`src/led_boost_params.svh`:
```
`ifndef LED_BOOST_PARAMS_SVH
`define LED_BOOST_PARAMS_SVH

// Clock and timing figures
`define CLK_MHZ 20
`define CLK_PERIOD_NS 50
`define T_ENABLE_US 500
`define T_SHUTDOWN_US 32000
`define T_MAX_ON_NS 6000
`define T_MIN_OFF_NS 400
`define T_BLANK_NS 400
`define SS_STEP_CYCLES 256

// Peak current limit select codes
`define ILIM_OFF 2'h0
`define ILIM_QUARTER 2'h1
`define ILIM_HALF 2'h2
`define ILIM_FULL 2'h3

// Register byte addresses
`define REG_CONTROL 8'h00
`define REG_STATUS 8'h04
`define REG_SWITCH_COUNT 8'h08

// Field positions and the control reset value
`define CONTROL_RUN_BIT 0
`define CONTROL_RESET 32'h0000_0001
`define STAT_ENABLED_BIT 0
`define STAT_MAIN_BIT 1
`define STAT_LED_BIT 2
`define STAT_OVP_BIT 3
`define STAT_UVLO_BIT 4
`define STAT_OTP_BIT 5
`define STAT_ILIM_LSB 6
`define STAT_BLANK_BIT 8

// AXI responses
`define RESP_OKAY 2'h0
`define RESP_SLVERR 2'h2

`endif

```
`src/led_boost_pkg.sv`:
```
package led_boost_pkg;

  typedef enum logic [2:0] {
    SW_IDLE = 3'b001,
    SW_ON = 3'b010,
    SW_MIN_OFF = 3'b100
  } switch_state_e;

  typedef enum logic [1:0] {
    EN_SHUTDOWN = 2'b01,
    EN_RUNNING = 2'b10
  } enable_state_e;

  typedef logic [1:0] ilim_sel_t;

endpackage

```
`src/enable_dim_if.sv`:
```
`timescale 1ns/1ps
interface enable_dim_if;
  logic ctrl_level;
  logic fault;
  logic enabled;
  logic led_closed;
  logic blanking;

  modport timer (
    input ctrl_level,
    input fault,
    output enabled,
    output led_closed,
    output blanking
  );

  modport core (
    output ctrl_level,
    output fault,
    input enabled,
    input led_closed,
    input blanking
  );
endinterface

```
`src/enable_dim_timer.sv`:
```
`timescale 1ns/1ps
`include "led_boost_params.svh"
module enable_dim_timer
  import led_boost_pkg::*;
#(
  parameter int ENABLE_CYC = `T_ENABLE_US * `CLK_MHZ,
  parameter int SHUTDOWN_CYC = `T_SHUTDOWN_US * `CLK_MHZ
) (
  input wire logic sys_clk, // System clock
  input wire logic rst_n, // Synchronous reset, active low
  enable_dim_if.timer ed // Enable and dimming link to the core
);

  localparam int BLANK_CYC = (`T_BLANK_NS + `CLK_PERIOD_NS - 1) / `CLK_PERIOD_NS;

  enable_state_e state_ff, nxt_state;
  logic [19:0] high_cnt_ff;
  logic [19:0] low_cnt_ff;
  logic [4:0] blank_cnt_ff;
  logic led_ff, nxt_led;
  logic en_done, sd_done;

  assign en_done = ed.ctrl_level && (high_cnt_ff == 20'(ENABLE_CYC - 1));
  assign sd_done = !ed.ctrl_level && (low_cnt_ff == 20'(SHUTDOWN_CYC - 1));

  // Length of the current high and low stretch of the input
  always_ff @(posedge sys_clk) begin
    if (!rst_n || !ed.ctrl_level || ed.fault) begin
      high_cnt_ff <= 20'h0;
    end else if (high_cnt_ff != 20'(ENABLE_CYC - 1)) begin
      high_cnt_ff <= high_cnt_ff + 20'h1;
    end
  end

  always_ff @(posedge sys_clk) begin
    if (!rst_n || ed.ctrl_level) begin
      low_cnt_ff <= 20'h0;
    end else if (low_cnt_ff != 20'(SHUTDOWN_CYC - 1)) begin
      low_cnt_ff <= low_cnt_ff + 20'h1;
    end
  end

  always_comb begin
    nxt_state = state_ff;
    case (state_ff)
      EN_SHUTDOWN: begin
        if (en_done && !ed.fault) begin
          nxt_state = EN_RUNNING;
        end
      end
      EN_RUNNING: begin
        if (sd_done || ed.fault) begin
          nxt_state = EN_SHUTDOWN;
        end
      end
      default: nxt_state = EN_SHUTDOWN;
    endcase
  end

  always_ff @(posedge sys_clk) begin
    if (!rst_n) begin
      state_ff <= EN_SHUTDOWN;
    end else begin
      state_ff <= nxt_state;
    end
  end

  // LED return switch follows the input while running
  assign nxt_led = (nxt_state == EN_RUNNING) && ed.ctrl_level && !ed.fault;

  always_ff @(posedge sys_clk) begin
    if (!rst_n) begin
      led_ff <= 1'b0;
    end else begin
      led_ff <= nxt_led;
    end
  end

  // Error comparator blanking after each closing
  always_ff @(posedge sys_clk) begin
    if (!rst_n) begin
      blank_cnt_ff <= 5'h0;
    end else if (nxt_led && !led_ff) begin
      blank_cnt_ff <= 5'(BLANK_CYC);
    end else if (blank_cnt_ff != 5'h0) begin
      blank_cnt_ff <= blank_cnt_ff - 5'h1;
    end
  end

  assign ed.enabled = (state_ff == EN_RUNNING);
  assign ed.led_closed = led_ff;
  assign ed.blanking = (blank_cnt_ff != 5'h0);

endmodule

```
`src/led_boost_pfm_control.sv`:
```
// Local design decisions: register access over AXI4-Lite and the register offsets.
`timescale 1ns/1ps
`include "led_boost_params.svh"
module led_boost_pfm_control
  import led_boost_pkg::*;
#(
  parameter int ENABLE_CYC = `T_ENABLE_US * `CLK_MHZ,
  parameter int SHUTDOWN_CYC = `T_SHUTDOWN_US * `CLK_MHZ
) (
  input wire logic sys_clk, // 20 MHz system clock
  input wire logic rst_n, // Synchronous reset, active low
  input wire logic ctrl_in, // Combined enable and dimming pin
  input wire logic fb_below_ref, // Feedback sense below reference
  input wire logic peak_reached, // Inductor current at selected limit
  input wire logic ovp_above, // Output overvoltage sense above threshold
  input wire logic uvlo_active, // Undervoltage lockout indication
  input wire logic otp_active, // Over-temperature indication
  output logic main_power_switch, // Main power switch gate, high closes
  output logic led_return_switch, // LED return switch gate, high closes
  output ilim_sel_t ilim_sel, // Peak current limit select
  input wire logic [7:0] s_axi_awaddr, // AXI write address
  input wire logic s_axi_awvalid, // AXI write address valid
  output logic s_axi_awready, // AXI write address ready
  input wire logic [31:0] s_axi_wdata, // AXI write data
  input wire logic [3:0] s_axi_wstrb, // AXI write strobes
  input wire logic s_axi_wvalid, // AXI write data valid
  output logic s_axi_wready, // AXI write data ready
  output logic [1:0] s_axi_bresp, // AXI write response
  output logic s_axi_bvalid, // AXI write response valid
  input wire logic s_axi_bready, // AXI write response ready
  input wire logic [7:0] s_axi_araddr, // AXI read address
  input wire logic s_axi_arvalid, // AXI read address valid
  output logic s_axi_arready, // AXI read address ready
  output logic [31:0] s_axi_rdata, // AXI read data
  output logic [1:0] s_axi_rresp, // AXI read response
  output logic s_axi_rvalid, // AXI read data valid
  input wire logic s_axi_rready // AXI read data ready
);

  localparam int MAX_ON_CYC = `T_MAX_ON_NS / `CLK_PERIOD_NS;
  localparam int MIN_OFF_CYC = (`T_MIN_OFF_NS + `CLK_PERIOD_NS - 1) / `CLK_PERIOD_NS;
  localparam int NPIN = 6;

  // Pin synchronisers
  logic [NPIN-1:0] pin_raw;
  logic [NPIN-1:0] pin_meta_ff;
  logic [NPIN-1:0] pin_sync_ff;
  logic ctrl_s, fb_s, peak_s, ovp_s, uvlo_s, otp_s;

  assign pin_raw = {otp_active, uvlo_active, ovp_above, peak_reached, fb_below_ref, ctrl_in};

  genvar gi;
  generate
    for (gi = 0; gi < NPIN; gi++) begin : g_sync
      always_ff @(posedge sys_clk) begin
        if (!rst_n) begin
          pin_meta_ff[gi] <= 1'b0;
          pin_sync_ff[gi] <= 1'b0;
        end else begin
          pin_meta_ff[gi] <= pin_raw[gi];
          pin_sync_ff[gi] <= pin_meta_ff[gi];
        end
      end
    end
  endgenerate

  assign ctrl_s = pin_sync_ff[0];
  assign fb_s = pin_sync_ff[1];
  assign peak_s = pin_sync_ff[2];
  assign ovp_s = pin_sync_ff[3];
  assign uvlo_s = pin_sync_ff[4];
  assign otp_s = pin_sync_ff[5];

  // Enable, shutdown and dimming timer
  enable_dim_if ed ();

  assign ed.ctrl_level = ctrl_s;
  assign ed.fault = uvlo_s || otp_s;

  enable_dim_timer #(
    .ENABLE_CYC(ENABLE_CYC),
    .SHUTDOWN_CYC(SHUTDOWN_CYC)
  ) u_timer (
    .sys_clk(sys_clk),
    .rst_n(rst_n),
    .ed(ed)
  );

  // Software control register
  logic [31:0] control_ff;
  logic run_en;

  assign run_en = control_ff[`CONTROL_RUN_BIT];

  // Main switch state machine
  switch_state_e sw_state_ff, nxt_sw_state;
  logic [6:0] on_cnt_ff;
  logic [3:0] off_cnt_ff;
  logic force_off, fb_valid, on_timeout, min_off_done, turn_on;
  logic main_sw_ff;

  assign force_off = !ed.enabled || ed.fault || ovp_s || !run_en;
  assign fb_valid = fb_s && !ed.blanking;
  assign on_timeout = (on_cnt_ff == 7'(MAX_ON_CYC - 1));
  assign min_off_done = (off_cnt_ff == 4'(MIN_OFF_CYC - 1));

  always_comb begin
    nxt_sw_state = sw_state_ff;
    case (sw_state_ff)
      SW_IDLE: begin
        if (!force_off && fb_valid) begin
          nxt_sw_state = SW_ON;
        end
      end
      SW_ON: begin
        if (force_off || peak_s || on_timeout) begin
          nxt_sw_state = SW_MIN_OFF;
        end
      end
      SW_MIN_OFF: begin
        if (min_off_done) begin
          nxt_sw_state = SW_IDLE;
        end
      end
      default: nxt_sw_state = SW_IDLE;
    endcase
  end

  assign turn_on = (sw_state_ff == SW_IDLE) && (nxt_sw_state == SW_ON);

  always_ff @(posedge sys_clk) begin
    if (!rst_n) begin
      sw_state_ff <= SW_IDLE;
      main_sw_ff <= 1'b0;
    end else begin
      sw_state_ff <= nxt_sw_state;
      main_sw_ff <= (nxt_sw_state == SW_ON);
    end
  end

  // On-time and off-time counters
  always_ff @(posedge sys_clk) begin
    if (!rst_n || sw_state_ff != SW_ON) begin
      on_cnt_ff <= 7'h0;
    end else if (!on_timeout) begin
      on_cnt_ff <= on_cnt_ff + 7'h1;
    end
  end

  always_ff @(posedge sys_clk) begin
    if (!rst_n || sw_state_ff != SW_MIN_OFF) begin
      off_cnt_ff <= 4'h0;
    end else if (!min_off_done) begin
      off_cnt_ff <= off_cnt_ff + 4'h1;
    end
  end

  // Softstart: switch cycles since enable, saturating at two steps
  logic [9:0] ss_cnt_ff;
  ilim_sel_t ilim_ff, nxt_ilim;

  always_ff @(posedge sys_clk) begin
    if (!rst_n || !ed.enabled || ed.fault) begin
      ss_cnt_ff <= 10'h0;
    end else if (turn_on && ss_cnt_ff != 10'(2 * `SS_STEP_CYCLES)) begin
      ss_cnt_ff <= ss_cnt_ff + 10'h1;
    end
  end

  always_comb begin
    if (!ed.enabled) begin
      nxt_ilim = `ILIM_OFF;
    end else if (ss_cnt_ff < 10'(`SS_STEP_CYCLES)) begin
      nxt_ilim = `ILIM_QUARTER;
    end else if (ss_cnt_ff < 10'(2 * `SS_STEP_CYCLES)) begin
      nxt_ilim = `ILIM_HALF;
    end else begin
      nxt_ilim = `ILIM_FULL;
    end
  end

  always_ff @(posedge sys_clk) begin
    if (!rst_n) begin
      ilim_ff <= `ILIM_OFF;
    end else begin
      ilim_ff <= nxt_ilim;
    end
  end

  // Count of switch cycles for software
  logic [31:0] sw_count_ff;

  always_ff @(posedge sys_clk) begin
    if (!rst_n) begin
      sw_count_ff <= 32'h0;
    end else if (turn_on) begin
      sw_count_ff <= sw_count_ff + 32'h1;
    end
  end

  assign main_power_switch = main_sw_ff;
  assign led_return_switch = ed.led_closed;
  assign ilim_sel = ilim_ff;

  // AXI4-Lite write path: address and data taken in either order
  logic awready_ff, wready_ff, bvalid_ff;
  logic [1:0] bresp_ff;
  logic [7:0] waddr_ff;
  logic [31:0] wdata_ff;
  logic [3:0] wstrb_ff;
  logic aw_held_ff, w_held_ff;
  logic do_write;

  assign do_write = aw_held_ff && w_held_ff && !bvalid_ff;

  always_ff @(posedge sys_clk) begin
    if (!rst_n) begin
      aw_held_ff <= 1'b0;
      awready_ff <= 1'b0;
      waddr_ff <= 8'h0;
    end else if (s_axi_awvalid && awready_ff) begin
      aw_held_ff <= 1'b1;
      awready_ff <= 1'b0;
      waddr_ff <= s_axi_awaddr;
    end else if (do_write) begin
      aw_held_ff <= 1'b0;
    end else begin
      awready_ff <= !aw_held_ff && !bvalid_ff;
    end
  end

  always_ff @(posedge sys_clk) begin
    if (!rst_n) begin
      w_held_ff <= 1'b0;
      wready_ff <= 1'b0;
      wdata_ff <= 32'h0;
      wstrb_ff <= 4'h0;
    end else if (s_axi_wvalid && wready_ff) begin
      w_held_ff <= 1'b1;
      wready_ff <= 1'b0;
      wdata_ff <= s_axi_wdata;
      wstrb_ff <= s_axi_wstrb;
    end else if (do_write) begin
      w_held_ff <= 1'b0;
    end else begin
      wready_ff <= !w_held_ff && !bvalid_ff;
    end
  end

  always_ff @(posedge sys_clk) begin
    if (!rst_n) begin
      control_ff <= `CONTROL_RESET;
    end else if (do_write && waddr_ff == `REG_CONTROL && wstrb_ff[0]) begin
      control_ff[`CONTROL_RUN_BIT] <= wdata_ff[`CONTROL_RUN_BIT];
    end
  end

  always_ff @(posedge sys_clk) begin
    if (!rst_n) begin
      bvalid_ff <= 1'b0;
      bresp_ff <= `RESP_OKAY;
    end else if (do_write) begin
      bvalid_ff <= 1'b1;
      case (waddr_ff)
        `REG_CONTROL, `REG_STATUS, `REG_SWITCH_COUNT: bresp_ff <= `RESP_OKAY;
        default: bresp_ff <= `RESP_SLVERR;
      endcase
    end else if (s_axi_bready && bvalid_ff) begin
      bvalid_ff <= 1'b0;
    end
  end

  // AXI4-Lite read path
  logic arready_ff, rvalid_ff;
  logic [1:0] rresp_ff;
  logic [31:0] rdata_ff, status_word;

  always_comb begin
    status_word = 32'h0;
    status_word[`STAT_ENABLED_BIT] = ed.enabled;
    status_word[`STAT_MAIN_BIT] = main_sw_ff;
    status_word[`STAT_LED_BIT] = ed.led_closed;
    status_word[`STAT_OVP_BIT] = ovp_s;
    status_word[`STAT_UVLO_BIT] = uvlo_s;
    status_word[`STAT_OTP_BIT] = otp_s;
    status_word[`STAT_ILIM_LSB +: 2] = ilim_ff;
    status_word[`STAT_BLANK_BIT] = ed.blanking;
  end

  always_ff @(posedge sys_clk) begin
    if (!rst_n) begin
      arready_ff <= 1'b0;
      rvalid_ff <= 1'b0;
      rdata_ff <= 32'h0;
      rresp_ff <= `RESP_OKAY;
    end else if (s_axi_arvalid && arready_ff) begin
      arready_ff <= 1'b0;
      rvalid_ff <= 1'b1;
      case (s_axi_araddr)
        `REG_CONTROL: begin
          rdata_ff <= control_ff;
          rresp_ff <= `RESP_OKAY;
        end
        `REG_STATUS: begin
          rdata_ff <= status_word;
          rresp_ff <= `RESP_OKAY;
        end
        `REG_SWITCH_COUNT: begin
          rdata_ff <= sw_count_ff;
          rresp_ff <= `RESP_OKAY;
        end
        default: begin
          rdata_ff <= 32'h0;
          rresp_ff <= `RESP_SLVERR;
        end
      endcase
    end else if (rvalid_ff) begin
      if (s_axi_rready) begin
        rvalid_ff <= 1'b0;
      end
    end else begin
      arready_ff <= 1'b1;
    end
  end

  assign s_axi_awready = awready_ff;
  assign s_axi_wready = wready_ff;
  assign s_axi_bvalid = bvalid_ff;
  assign s_axi_bresp = bresp_ff;
  assign s_axi_arready = arready_ff;
  assign s_axi_rvalid = rvalid_ff;
  assign s_axi_rdata = rdata_ff;
  assign s_axi_rresp = rresp_ff;

endmodule

```
`config.mk`:
```
export PLATFORM = sky130hd
export DESIGN_NAME = led_boost_pfm_control
export DESIGN_NICKNAME = d
export VERILOG_FILES = /design/src/led_boost_pkg.sv /design/src/enable_dim_if.sv /design/src/enable_dim_timer.sv /design/src/led_boost_pfm_control.sv
export VERILOG_INCLUDE_DIRS = /design/src
export SDC_FILE = /design/constraint.sdc
export NUM_CORES = 1
export LEC_CHECK = 0
export BUFFER_PORTS_ARGS = -buffer_cell sky130_fd_sc_hd__buf_2
export CAP_MARGIN = 0
export CORE_ASPECT_RATIO = 0.75
export CORE_MARGIN = 5
export CORE_UTILIZATION = 45
export DETAILED_ROUTE_END_ITERATION = 8
export PLACE_DENSITY = 0.68
export SLEW_MARGIN = 30
export SYNTH_ARGS = -nofsm -noshare
export SYNTH_HDL_FRONTEND = slang
export SYNTH_SLANG_ARGS = --single-unit
```
`constraint.sdc`:
```
create_clock -name sys_clk -period 2.15 [get_ports sys_clk]
set_input_delay 0.215 -clock sys_clk [delete_from_list [all_inputs] [get_ports sys_clk]]
set_output_delay 0.215 -clock sys_clk [all_outputs]
set_load 0.02 [all_outputs]
```
Word-level counts from Yosys, hierarchy flattened
Cells that the tools add are included.
{"block": "word_totals", "output_inout_bits": 45, "in_bits": 65, "elab_cells": 153, "regBits": 173}
{"block": "classes", "addsub": 7, "muxes": 22, "bitwise_logic": 2, "n_eq_ne": 20, "order_cmp": 2, "n_reduce_logical": 60}
{"op": "32-bit case mux with 3 select lines", "count": 1}
{"op": "20-bit by 1-bit adder with 20-bit output (second input constant)", "count": 2}
{"op": "32-bit by 1-bit adder with 32-bit output (second input constant)", "count": 1}
{"op": "20-bit by 14-bit equality test with 1-bit output (second input constant)", "count": 1}
{"op": "20-bit equality test (second input constant)", "count": 1}
{"op": "1-bit logical AND", "count": 20}
{"op": "20-bit by 14-bit != test with 1-bit output (second input constant)", "count": 1}
{"op": "20-bit != test (second input constant)", "count": 1}
{"op": "8-bit by 3-bit equality test with 1-bit output (second input constant)", "count": 2}
{"op": "8-bit by 4-bit equality test with 1-bit output (second input constant)", "count": 2}
{"op": "8-bit logical NOT", "count": 2}
{"op": "1-bit logical OR", "count": 14}
{"op": "1-bit logical NOT", "count": 11}
{"op": "10-bit by 1-bit adder with 10-bit output (second input constant)", "count": 1}
{"op": "10-bit less-than comparator (second input constant)", "count": 1}
{"op": "10-bit by 9-bit less-than comparator with 1-bit output (second input constant)", "count": 1}
{"op": "1-bit two-way mux", "count": 10}
{"op": "10-bit != test (second input constant)", "count": 1}
{"op": "3-bit two-way mux", "count": 3}
{"op": "3-bit case mux with 3 select lines", "count": 1}
{"op": "3-bit OR reduction", "count": 3}
{"op": "2-bit two-way mux", "count": 4}
{"op": "4-bit two-way mux", "count": 2}
{"op": "2-bit nonzero test", "count": 4}
{"op": "other kinds (17)", "count": 23}

Longest topological paths before layout
{"block": "depth", "depth_word": 12, "depth_mapped": 9, "mapped_depth_nobuf": 7}

Cells and area by module
From an unflattened synthesis, not the netlist that was laid out.
{"block": "unflattened", "hier_cells": 821, "area_unflattened_um2": 7375.8}
{"mod": "led_boost_pfm_control", "seq_area_each_um2": 2462.4, "cells_each": 555, "instances": 1, "area_each_um2": 5026.1}
{"mod": "enable_dim_timer", "seq_area_each_um2": 960.9, "cells_each": 266, "instances": 1, "area_each_um2": 2349.8}

Worst setup path before layout
Ideal clock, no wire load.
{"block": "synth_path", "path_kind": "reg2reg", "start": "register u_timer.blank_cnt_ff[0]", "end": "register sw_count_ff[26]", "arrival_time_ns": 2.017, "setup_slack_ns": 0.063, "t_required_ns": 2.080, "path_buffers": 2, "path_stages_with_launch": 10, "cell_sequence": "dfxtp_1 > inv_1 > ha_1 > nor4b_4 > and4_1 > buf_6 > nand3_2 > buf_6 > or4_1 > a21oi_1"}
{"block": "synth_between", "elab_chain_cells": 8}
{"item": "from (decl)", "line_no": "enable_dim_timer.sv:19", "text": "logic [4:0] blank_cnt_ff;"}
{"item": "from (signal assigned)", "line_no": "enable_dim_timer.sv:84", "text": "blank_cnt_ff <= 5'(BLANK_CYC);"}
{"item": "from (signal assigned)", "line_no": "enable_dim_timer.sv:86", "text": "blank_cnt_ff <= blank_cnt_ff - 5'h1;"}
{"item": "5-bit nonzero test", "line_no": "enable_dim_timer.sv:92", "text": "assign ed.blanking = (blank_cnt_ff != 5'h0);"}
{"item": "1-bit logical NOT", "line_no": "led_boost_pfm_control.sv:103", "text": "assign fb_valid = fb_s && !ed.blanking;"}
{"item": "1-bit logical AND", "line_no": "led_boost_pfm_control.sv:103"}
{"item": "1-bit logical AND", "line_no": "led_boost_pfm_control.sv:111", "text": "if (!force_off && fb_valid) begin"}
{"item": "3-bit two-way mux", "line_no": "led_boost_pfm_control.sv:111"}
{"item": "3-bit case mux with 3 select lines", "line_no": "led_boost_pfm_control.sv:109", "text": "case (sw_state_ff)"}
{"item": "3-bit by 2-bit equality test with 1-bit output", "line_no": "led_boost_pfm_control.sv:129", "text": "assign turn_on = (sw_state_ff == SW_IDLE) && (nxt_sw_state == SW_ON);"}
{"item": "1-bit logical AND", "line_no": "led_boost_pfm_control.sv:129"}
{"item": "to (signal assigned)", "line_no": "led_boost_pfm_control.sv:197", "text": "sw_count_ff <= sw_count_ff + 32'h1;"}
{"item": "to (decl)", "line_no": "led_boost_pfm_control.sv:191", "text": "logic [31:0] sw_count_ff;"}
Every way passes these cells.
A chain may end at the register's enable or synchronous reset.

Worst setup path in the final report
{"block": "layout_path", "start": "register u_timer.high_cnt_ff[5]", "end": "register u_timer.blank_cnt_ff[4]"}
{"block": "layout_between", "elab_chain_cells": 10}
{"item": "from (decl)", "line_no": "enable_dim_timer.sv:17", "text": "logic [19:0] high_cnt_ff;"}
{"item": "from (signal assigned)", "line_no": "enable_dim_timer.sv:31", "text": "high_cnt_ff <= high_cnt_ff + 20'h1;"}
{"item": "20-bit by 14-bit equality test with 1-bit output", "line_no": "enable_dim_timer.sv:23", "text": "assign en_done = ed.ctrl_level && (high_cnt_ff == 20'(ENABLE_CYC - 1));"}
{"item": "1-bit logical AND", "line_no": "enable_dim_timer.sv:23"}
{"item": "1-bit logical AND", "line_no": "enable_dim_timer.sv:47", "text": "if (en_done && !ed.fault) begin"}
{"item": "2-bit two-way mux", "line_no": "enable_dim_timer.sv:47"}
{"item": "2-bit case mux with 2 select lines", "line_no": "enable_dim_timer.sv:45", "text": "case (state_ff)"}
{"item": "2-bit equality test", "line_no": "enable_dim_timer.sv:69", "text": "assign nxt_led = (nxt_state == EN_RUNNING) && ed.ctrl_level && !ed.fault;"}
{"item": "1-bit logical AND (2 in a row)", "line_no": "enable_dim_timer.sv:69"}
{"item": "1-bit logical AND", "line_no": "enable_dim_timer.sv:83", "text": "end else if (nxt_led && !led_ff) begin"}
{"item": "2-bit OR reduction (no line)"}
Every way passes these cells.

==> metrics.txt <==
run status=complete, but fails checks; violated checks=setup timing; HPWL after detailed placement=11.4 mm; Hold Path Origin=s_axi_awaddr[7]; highest fanout seen on the critical path=5; number of nets with antenna violations after detailed routing=0; # port buffers=73; antenna cell count=0; most common cell after layout, fill and taps aside=dfxtp_1; antenna violations before repair=0; leak pwr=3.31 nW; cell row count=40; Pre-antenna DRT Iters=6; gate count after technology mapping=807; power density over the cells=800 nW/um^2; number of CTS-inserted buffers=17; average cell area after synthesis=8.96 um^2; count of flip-flops with a built-in enable after synthesis=0; Sink Count=171; Final Setup Violations=2; Initial DRC Count=405; vertical die dimension=120 um; placed cells=1097; wire length reported by the detailed router=16.7 mm; Tmin final=2.17 ns; setup TNS=-0.0393 ns; via count of the routed design=6123; Max Clk Rate=461 MHz; Tightest Pin Transition=0.536 ns; nature of the critical path startpoint=flip-flop; end of the worst register-to-register path=u_timer.blank_cnt_ff[4]; global-route wire length before repair=27.4 mm; number of remaining DRC errors=0; routed via count divided by cell count=5.36; setup repair after global routing missed its margin=yes; IO Count=110; post-detailed-route wirelength per cell=14.6 um; prevailing post-synth register cell=dfxtp_1; synthesis-to-layout area growth=22.6%; commonest cells after routing, fill and taps aside=166 x dfxtp_1, 91 x nand2_1, 79 x nor2_1; number of hold violations in the final report=0; H-tree Lvls=4; residual overflow from global routing=0; clk slew on worst S/H paths=0.06 ns; FILL cells=1437; flop and latch count out of synthesis=171; hold path endpoint=waddr_ff[7]; endpoint class of the critical path=flip-flop; fraction of registers with async set/reset=0%; normalized max-slew margin=64.1%; number of distinct library cells after synthesis=60; maximum clock path buffer count=2; data arrival time at the worst-slack endpoint=2.45 ns; max-slew violation count=0; Die Footprint=18700 um^2; vias in the first global route=5612; total routing usage reported by global routing=17.9%; share of final-layout standard cells stronger than drive strength 1=20.0%; smallest setup slack after layout=-0.0197 ns; post-synthesis sequential area ratio=47.3%; final cycle utilization of the critical path=101%; CTS tree=done; Max Cap Viol=0; master cell of the clock root buffer=clkbuf_16; total number of yosys warnings=0; setup slack of the worst register-to-register path=-0.02 ns; Worst Path Class, Setup=flip-flop to flip-flop; source of the worst register-to-register timing path=u_timer.high_cnt_ff[5]; Cell Count, Final, Fillers Out=1143; WP data required=2.43 ns; Final Wtd Congestion=0.815; area taken by multi-input logic gates=3630 um^2; maximum number of pins on one net before global-route repair=32; starting density of the core=45.4%; Synth Cell Area=7230 um^2; IR drop worst, VDD=0.550 mV; Worst Reg2Reg Path Length in Cells=5; Clock Latency Late Sink=0.43 ns; hold-critical path depth=3; floorplan die width=156 um; Clock Skews=0.0106 ns; worst-case setup slack after placement=0.00401 ns; core area=15900 um^2; final worst hold slack=0.0256 ns; class of the worst hold path=primary input to flip-flop; Seq. cell area=3430 um^2; Net count, final=997
-- per-stage QoR --
step,total power [mW],instance area [um^2],utilization (%)
2_1_floorplan,3.72,7240,-
3_3_place_gp,3.89,8030,50.4
3_5_place_dp,3.90,8030,50.4
4_1_cts,7.08,8710,54.7
5_1_grt,7.36,8860,55.7
6_report,7.10,8860,55.7
-- cell type report --
cell class	count	area share [%]
clock buffer	22	5.35
clock inverter	9	1.55
inverter	22	0.932
multi-input combinational	581	41.0
sequential	171	38.7
tap	210	2.96
timing repair buffer	128	9.51
-- flip-flops by register name, indices dropped and copies added (netlist names), 2 cells and up --
signal and cells:
u_timer.blank_cnt_ff 5, u_timer.state_ff 2, waddr_ff 8, pin_meta_ff 6
ss_cnt_ff 10, ilim_sel 2, off_cnt_ff 4, s_axi_rdata 32
on_cnt_ff 7, sw_state_ff 3, u_timer.high_cnt_ff 20, sw_count_ff 32
u_timer.low_cnt_ff 20
-- worst max-delay path by stage --
stage                                        from  slack (ns)                       to
after global placement     u_timer.high_cnt_ff[5]        0.04  u_timer.blank_cnt_ff[4]
after detailed placement  u_timer.blank_cnt_ff[1]       0.004          sw_count_ff[25]
after CTS                  u_timer.high_cnt_ff[6]        0.01  u_timer.blank_cnt_ff[4]
after global routing       u_timer.high_cnt_ff[5]       -0.07  u_timer.blank_cnt_ff[4]
final                      u_timer.high_cnt_ff[5]       -0.02  u_timer.blank_cnt_ff[4]
after floorplan           u_timer.blank_cnt_ff[0]        0.06          sw_count_ff[26]
-- report_power, final --
part | total, mW | internal, mW | switching [mW] | leakage [nW]
registers | 3.32 | 3.25 | 0.0748 | 1.39
logic | 0.596 | 0.294 | 0.303 | 1.63
clock network | 3.18 | 1.92 | 1.25 | 0.297
-- routing by layer --
metal | global-route usage [%] | routed length, um
met1 | 25.6 | 8320
met2 | 26.2 | 7180
met3 | 4.83 | 934
met4 | 5.53 | 235
met5 | 0 | 0
-- critical path: stages, from the launching register on --
cell	delay [ns]
dfxtp_2	0.33
or4_1	0.53
or4_4	0.59
o31ai_4	0.24
o211a_4	0.26
a211oi_2	0.07
-- Yosys cell counts, types with 3 or more instances --
| library cell | instances | share of area (%) |
|---|---|---|
| dfxtp_1 | 171 | 47 |
| ha_1 | 11 | 1.9 |
| mux2i_1 | 6 | 0.83 |
| nor2b_1 | 4 | 0.35 |
| xnor2_1 | 31 | 3.8 |
| o211ai_1 | 7 | 0.73 |
| nand3b_1 | 4 | 0.42 |
| o21ai_0 | 30 | 2.1 |
| nand2_1 | 91 | 4.7 |
| a22oi_1 | 8 | 0.83 |
| or3_1 | 17 | 1.5 |
| nor2_1 | 79 | 4.1 |
| buf_4 | 5 | 0.52 |
| a21oi_1 | 49 | 3.4 |
| and4_1 | 7 | 0.85 |
| a31oi_1 | 3 | 0.26 |
| buf_1 | 4 | 0.21 |
| inv_1 | 22 | 1.1 |
| nor3b_1 | 3 | 0.31 |
| o31ai_1 | 8 | 0.83 |
| nand2b_1 | 4 | 0.35 |
| nor3_1 | 18 | 1.2 |
| clkbuf_1 | 20 | 1.0 |
| nand3_1 | 35 | 2.4 |
| a22o_1 | 23 | 2.8 |
| xor2_1 | 27 | 3.3 |
| nor4_1 | 6 | 0.52 |
| and2_1 | 16 | 1.4 |
| nand4_1 | 27 | 2.3 |
| a211oi_1 | 7 | 0.73 |
| or4_1 | 18 | 1.9 |
| and3_1 | 9 | 0.78 |
-- repair_timing --
item,CTS,global route
endpoints found under the hold margin,6,0
gates cloned,0,1
endpoints found under the setup margin,1,22
gates resized for setup,2,22
pin swaps,0,12
setup buffers,0,8
hold buffers,6,0
-- cells by family after synthesis --
group / count (synthesis) / share of synthesized area (%)
xor gates and xnor gates: 58 / 7.02
DFF: 171 / 47.3
other: 1 / 0.0519
AOI/OAI and AO/OA: 146 / 13.4
and+or+nand+nor: 358 / 26.1
buffers and inverters: 56 / 3.43
adders and majority gates: 11 / 1.90
muxes: 6 / 0.830
Power figures use the tool's default switching activity.
